**config.mk**
```make
export PLATFORM = sky130hd
export DESIGN_NAME = debug_command_gate
export DESIGN_NICKNAME = d
export VERILOG_FILES = /design/src/debug_gate_pkg.sv /design/src/debug_command_gate.sv
export SDC_FILE = /design/constraint.sdc
export NUM_CORES = 1
export LEC_CHECK = 0
export BUFFER_PORTS_ARGS = -buffer_cell sky130_fd_sc_hd__buf_2
export CORE_MARGIN = 3
export CORE_UTILIZATION = 38
export CTS_BUF_LIST = sky130_fd_sc_hd__clkbuf_8
export DETAILED_ROUTE_END_ITERATION = 8
export PLACE_DENSITY = 0.77
export SLEW_MARGIN = 10
export SYNTH_ARGS = -nofsm -noshare
export SYNTH_HDL_FRONTEND = slang
export SYNTH_SLANG_ARGS = --single-unit
```
**constraint.sdc**
```tcl
create_clock -name core_clk -period 1.3 [get_ports core_clk]
set_clock_uncertainty 0.05 [all_clocks]
set_input_delay 0.065 -clock core_clk [delete_from_list [all_inputs] [get_ports core_clk]]
set_output_delay 0.065 -clock core_clk [all_outputs]
set_load 0.05 [all_outputs]
```
**src/debug_gate_pkg.sv**
```systemverilog
// constants for the debug command gate
package debug_gate_pkg;
   // ----------------------------------------
   // command codes
   // ----------------------------------------
   localparam logic [7:0] CMD_READ_REVISION = 8'h00;
   localparam logic [7:0] CMD_READ_STATUS = 8'h02;
   localparam logic [7:0] CMD_READ_RUNTIME = 8'h03;
   localparam logic [7:0] CMD_WRITE_CONTROL = 8'h04;
   localparam logic [7:0] CMD_READ_CONTROL = 8'h05;
   localparam logic [7:0] BREAKPOINT_OPCODE = 8'h00;
   // ----------------------------------------
   // control byte fields
   // ----------------------------------------
   localparam int CTRL_DEBUG_MODE_BIT = 7;
   localparam logic [7:0] CTRL_RESET_VALUE = 8'h00;
   localparam logic [7:0] ACCEPTED_RESET_VALUE = 8'h00;
   // ----------------------------------------
   // verdict codes
   // ----------------------------------------
   typedef enum logic [2:0] {
      VERDICT_IDLE = 3'b001,
      VERDICT_TAKEN = 3'b010,
      VERDICT_DROPPED = 3'b100
   } verdict_t;
endpackage

```
**src/debug_command_gate.sv**
```systemverilog
// command acceptance gate of the debug unit
// ----------------------------------------
// Notes on behaviour
// - each received byte is a debugger command
// - outside debug mode only a subset accepted
// - in debug mode all five defined commands accepted
// - read protection disables memory-reading commands
// - 00h, 02h always; 03h debug only
// - 04h/05h anytime; protected 04h keeps flag
// - return to looping breakpoint sets flag
// - looping on breakpoint leaves command acceptance unchanged
// - opcode 00h decodes as breakpoint instruction
// ----------------------------------------
module debug_command_gate #(
   parameter int NUM_PROTECTED = 8 // reader codes just above the command table
) (
   input wire logic core_clk, // system clock
   input wire logic reset_n, // async reset, active low
   input wire logic cmd_valid, // command byte strobe from the pin interface
   input wire logic [7:0] cmd_byte, // received command byte
   input wire logic [7:0] cmd_data, // data byte for a control write
   input wire logic read_protect_option, // read protect option programmed
   input wire logic [7:0] fetch_opcode, // opcode being decoded by the core
   input wire logic fetch_valid, // fetch_opcode is valid this cycle
   input wire logic irq_return, // core returns from interrupt service
   output logic cmd_accept, // pulse: command honoured
   output logic cmd_reject, // pulse: command discarded
   output logic [7:0] accepted_cmd, // last honoured command byte
   output logic [7:0] control_reg, // debug control byte
   output logic debug_mode_flag, // debug mode active
   output logic breakpoint_instruction, // current fetch is a breakpoint
   output logic breakpoint_loop // core looping on a breakpoint
);
   import debug_gate_pkg::*;

   // the gate judges bytes and carries out the control write itself: framing on the pin and the work of the
   // other commands belong to the pin interface and the command handlers

   // ----------------------------------------
   // command decode
   // ----------------------------------------
   // every code the unit knows, whatever the mode
   function automatic logic is_defined(input logic [7:0] code);
      logic hit;
      hit = 1'b0;
      if (code == CMD_READ_REVISION) begin
         hit = 1'b1;
      end else if (code == CMD_READ_STATUS) begin
         hit = 1'b1;
      end else if (code == CMD_READ_RUNTIME) begin
         hit = 1'b1;
      end else if (code == CMD_WRITE_CONTROL) begin
         hit = 1'b1;
      end else if (code == CMD_READ_CONTROL) begin
         hit = 1'b1;
      end
      return hit;
   endfunction

   // the subset honoured outside debug mode; the runtime counter is left out
   function automatic logic is_normal_subset(input logic [7:0] code);
      logic hit;
      hit = 1'b0;
      if (code == CMD_READ_REVISION) begin
         hit = 1'b1;
      end else if (code == CMD_READ_STATUS) begin
         hit = 1'b1;
      end else if (code == CMD_WRITE_CONTROL) begin
         hit = 1'b1;
      end else if (code == CMD_READ_CONTROL) begin
         hit = 1'b1;
      end
      return hit;
   endfunction

   // the NUM_PROTECTED - 1 codes just above the table are the memory readers that protection would block
   function automatic logic is_memory_read(input logic [7:0] code);
      logic above;
      logic below;
      above = code > CMD_READ_CONTROL;
      below = code < 8'(CMD_READ_CONTROL + NUM_PROTECTED);
      return above && below;
   endfunction

   // one decode of the control write serves the flag and the control byte
   function automatic logic is_control_write(input logic taken, input logic [7:0] code);
      return taken && (code == CMD_WRITE_CONTROL);
   endfunction

   // ----------------------------------------
   // control byte helpers
   // ----------------------------------------
   // protected write cannot clear
   function automatic logic written_flag(input logic current, input logic [7:0] data, input logic guarded);
      logic result;
      result = data[CTRL_DEBUG_MODE_BIT];
      if (guarded) begin
         result = current | data[CTRL_DEBUG_MODE_BIT];
      end
      return result;
   endfunction

   // the flag lands in its own field and every other bit is kept as given
   function automatic logic [7:0] compose_control(input logic flag, input logic [7:0] rest);
      logic [7:0] result;
      result = rest;
      result[CTRL_DEBUG_MODE_BIT] = flag;
      return result;
   endfunction

   // ----------------------------------------
   // acceptance
   // ----------------------------------------
   logic allowed;
   logic normal_ok;
   logic debug_ok;
   logic blocked_by_protect;
   logic control_write;
   logic breakpoint_return;
   logic next_flag;
   verdict_t verdict;

   assign blocked_by_protect = read_protect_option && is_memory_read(cmd_byte);
   assign debug_ok = is_defined(cmd_byte) && !blocked_by_protect;
   assign normal_ok = is_normal_subset(cmd_byte);

   always_comb begin
      allowed = 1'b0;
      if (cmd_valid) begin
         if (debug_mode_flag) begin
            allowed = debug_ok;
         end else begin
            allowed = normal_ok;
         end
      end
   end

   // one-hot verdict keeps accept and reject apart by construction
   always_comb begin
      if (!cmd_valid) begin
         verdict = VERDICT_IDLE;
      end else if (allowed) begin
         verdict = VERDICT_TAKEN;
      end else begin
         verdict = VERDICT_DROPPED;
      end
   end

   assign cmd_accept = (verdict == VERDICT_TAKEN);
   assign cmd_reject = (verdict == VERDICT_DROPPED);
   assign control_write = is_control_write(cmd_accept, cmd_byte);

   // ----------------------------------------
   // breakpoint tracking
   // ----------------------------------------
   // breakpoint opcode decode
   assign breakpoint_instruction = fetch_valid && (fetch_opcode == BREAKPOINT_OPCODE);

   assign breakpoint_return = irq_return && breakpoint_loop && breakpoint_instruction;

   // the loop is remembered so an interrupt return lands back on it
   // limitation: the mark only clears on entry to debug mode
   // or on reset, so a core leaving the loop by other means keeps it
   always_ff @(posedge core_clk or negedge reset_n) begin
      if (!reset_n) begin
         breakpoint_loop <= 1'b0;
      end else if (debug_mode_flag) begin
         breakpoint_loop <= 1'b0;
      end else if (breakpoint_instruction) begin
         breakpoint_loop <= 1'b1;
      end
   end

   // ----------------------------------------
   // debug mode flag
   // ----------------------------------------
   always_comb begin
      next_flag = debug_mode_flag;
      if (control_write) begin
         next_flag = written_flag(debug_mode_flag, cmd_data, read_protect_option);
      end
      // breakpoint entry sets flag
      // the entry event wins over a clear written in the same cycle
      if (breakpoint_return) begin
         next_flag = 1'b1;
      end
   end

   always_ff @(posedge core_clk or negedge reset_n) begin
      if (!reset_n) begin
         debug_mode_flag <= CTRL_RESET_VALUE[CTRL_DEBUG_MODE_BIT];
      end else begin
         debug_mode_flag <= next_flag;
      end
   end

   // ----------------------------------------
   // control byte
   // ----------------------------------------
   // the flag field mirrors the mode so a read of the byte shows it
   always_ff @(posedge core_clk or negedge reset_n) begin
      if (!reset_n) begin
         control_reg <= CTRL_RESET_VALUE;
      end else if (control_write) begin
         control_reg <= compose_control(next_flag, cmd_data);
      end else begin
         control_reg <= compose_control(next_flag, control_reg);
      end
   end

   // ----------------------------------------
   // last honoured command
   // ----------------------------------------
   always_ff @(posedge core_clk or negedge reset_n) begin
      if (!reset_n) begin
         accepted_cmd <= ACCEPTED_RESET_VALUE;
      end else if (cmd_accept) begin
         accepted_cmd <= cmd_byte;
      end
   end
endmodule // debug_command_gate

```
==> metrics <==
Ports=51; fin crit share=1.12; root buffer cell=clkbuf_8; Most used DFF post-synth=dfrtp_1; area grow syn2layout=61.5%; final worst slack=-160 ps; Die Ht=50.3 um; commonest cells in the netlist=dfrtp_1 (17), mux2_4 (7), and2_2 (5); Num CTS Buffers=3; synth top area cells=dfrtp_1 (57%), mux2_4 (14%), and2_2 (5.0%); vias=659; EDFF count, synth=0; Crit Path Max Fanout=2; clk slew on worst S/H paths=70 ps; width of the chip=50.3 um; RSZ-0062 raised after global routing=yes; All-Layer GR Usage=0.167; Hold Vio Cnt, Final=0; Fmax achieved=685 MHz; final instance area=0.00121 mm2; vias in the first global route=726; min Tclk post-route=1460 ps; cell taking the most area after synthesis=dfrtp_1; Row Count=15; clk_lat worst skew=240 ps; cell breakdown of the critical path=a21boi_1, mux2i_1, buf_4, a21boi_2, buf_6; PD cells=1090 mW/mm2; P_leak=0.702 nW; Placer Congestion=0.681; first-pass GRT wire length=3120 um; Mean Syn Cell Area=14.1 um2; Slew Limit Fails=0; Synth Cell Area=747 um2; max FFs per register=8; H-tree depth reported by CTS=1; r2r setup slk=-100 ps; Worst Max-Slew Pin Slew=372 ps; relative slew slack=0.752; register bit count reported by yosys=17; status=finished, violations left; number of buffers added on ports=50; worst vdd ir=0.793 mV; Crit. End Element=primary output; Critical Path Source Type=flip-flop; drt wl/cell=12.8 um; first-pass iteration count of the detailed router=4; drt drc=0; most numerous cell in the Yosys netlist=dfrtp_1; Final Setup Violations=7; Max-Cap Viols=0; post-synth top area share=0.570; kind of critical path=flip-flop to primary output; Place WS=-320 ps; Yosys cell types=21; Clock Sinks=17; core area=0.00178 mm2; Ant. Diodes=0; Clock Path Buffers=2; total congestion overflow=0; Worst Path Arrival=1350 ps; Vias/cell=4.67; worst endpoint required time=1190 ps; Syn. warnings=0; drt total wl=1800 um; Gate Count Post-Synth=53; worst stage delay on the critical path=400 ps; die area=0.00253 mm2; largest net degree at the start of global routing=18; number of fill cells=118; antenna violations before repair=0; Worst path slowest cell=dfrtp_2; failing checks=negative setup slack; CTS tree=yes; asr flop ratio synth=1.00; placed inst area=0.00104 mm2; nets=147; syn nets=83; class of the worst hold path=input port to flip-flop; Starting Density=0.419; post-route ant nets=0; Final Power=1.31 mW; Initial DRC Count=3; sequential area share after synthesis=0.570; share of layout cells above drive strength 1=0.690; Detail Placement HPWL=1370 um
area by class of cell:
type,instances,area (um2),share of cell area
multi-input cells,30,308,0.255
repair buffers,61,375,0.311
flip-flops and latches,17,427,0.354
well taps,25,31.3,0.0259
clock inverters,1,5.00,0.00415
inverters,4,18.8,0.0156
clock buffers,3,41.3,0.0342
timing repair:
action | CTS | global route
setup buffers | 1 | 1
hold buffers | 6 | 0
endpoints found under the hold margin | 22 | 0
setup endpoints to repair | 5 | 18
gates resized for setup | 9 | 7
pin swaps | 1 | 5
layer usage:
metal,track usage,routed length (um)
met5,0,0
met4,0.108,36
met3,0.0386,112
met2,0.298,1010
met1,0.173,639
layout by cell type (no fill, tap or decap), drive strengths merged:
master,instances
buf,55
dfrtp,17
mux2,10
dlygate4sd3,6
and2,5
inv,3
clkbuf,3
a21boi,2
or4,1
nor2,1
mux2i,1
nand3,1
clkinvlp,1
nor4,1
nor3,1
nand4b,1
nor3b,1
nand4bb,1
a21oi,1
nand2,1
o21ai,1
o221ai,1
clkinv,1
worst max-delay path, delay by kind of cell (launching register included):
| family | cells | cell delay, ps |
|---|---|---|
| compound gates | 2 | 260 |
| mux | 1 | 110 |
| flops | 1 | 400 |
| buf+inv | 2 | 330 |
per-stage QoR:
| step | util | TNS, ps | hold WS (ps) | instances |
|---|---|---|---|---|
| 4_1_cts | 0.665 | -479 | 0.206 | 140 |
| 3_5_place_dp | 0.584 | -4430 | -46.9 | 129 |
| 5_1_grt | 0.676 | -1510 | 10.5 | 141 |
| 2_1_floorplan | - | -2200 | -281 | 53 |
| 3_3_place_gp | 0.584 | -3980 | -56.8 | 129 |
| 6_report | 0.676 | -569 | 3.12 | 141 |
where the power goes:
part / switching [mW] / internal (mW) / total, mW
Combinational: 0.215 / 0.122 / 0.337
Clock: 0.174 / 0.212 / 0.386
Sequential: 0.0207 / 0.566 / 0.586
Total: 0.409 / 0.900 / 1.31
final timing paths:
kind                                  from              end  cells after the start
max reg2reg                debug_mode_flag  accepted_cmd[1]                      5
min                            cmd_data[5]   control_reg[5]                      2
max in group asynchronous          reset_n  debug_mode_flag                      2
max                        debug_mode_flag       cmd_reject                      5
min reg2reg                accepted_cmd[5]  accepted_cmd[5]                      1
min in group asynchronous          reset_n   control_reg[3]                      2
logic make-up after synthesis:
family                 Yosys count  synth area share
flip-flops                      17             0.570
AND/OR/NAND/NOR                 14             0.141
multiplexers                    11             0.199
buffers and inverters            6            0.0452
AO/OA/AOI/OAI                    5            0.0452
Power figures use the tool's default switching activity.
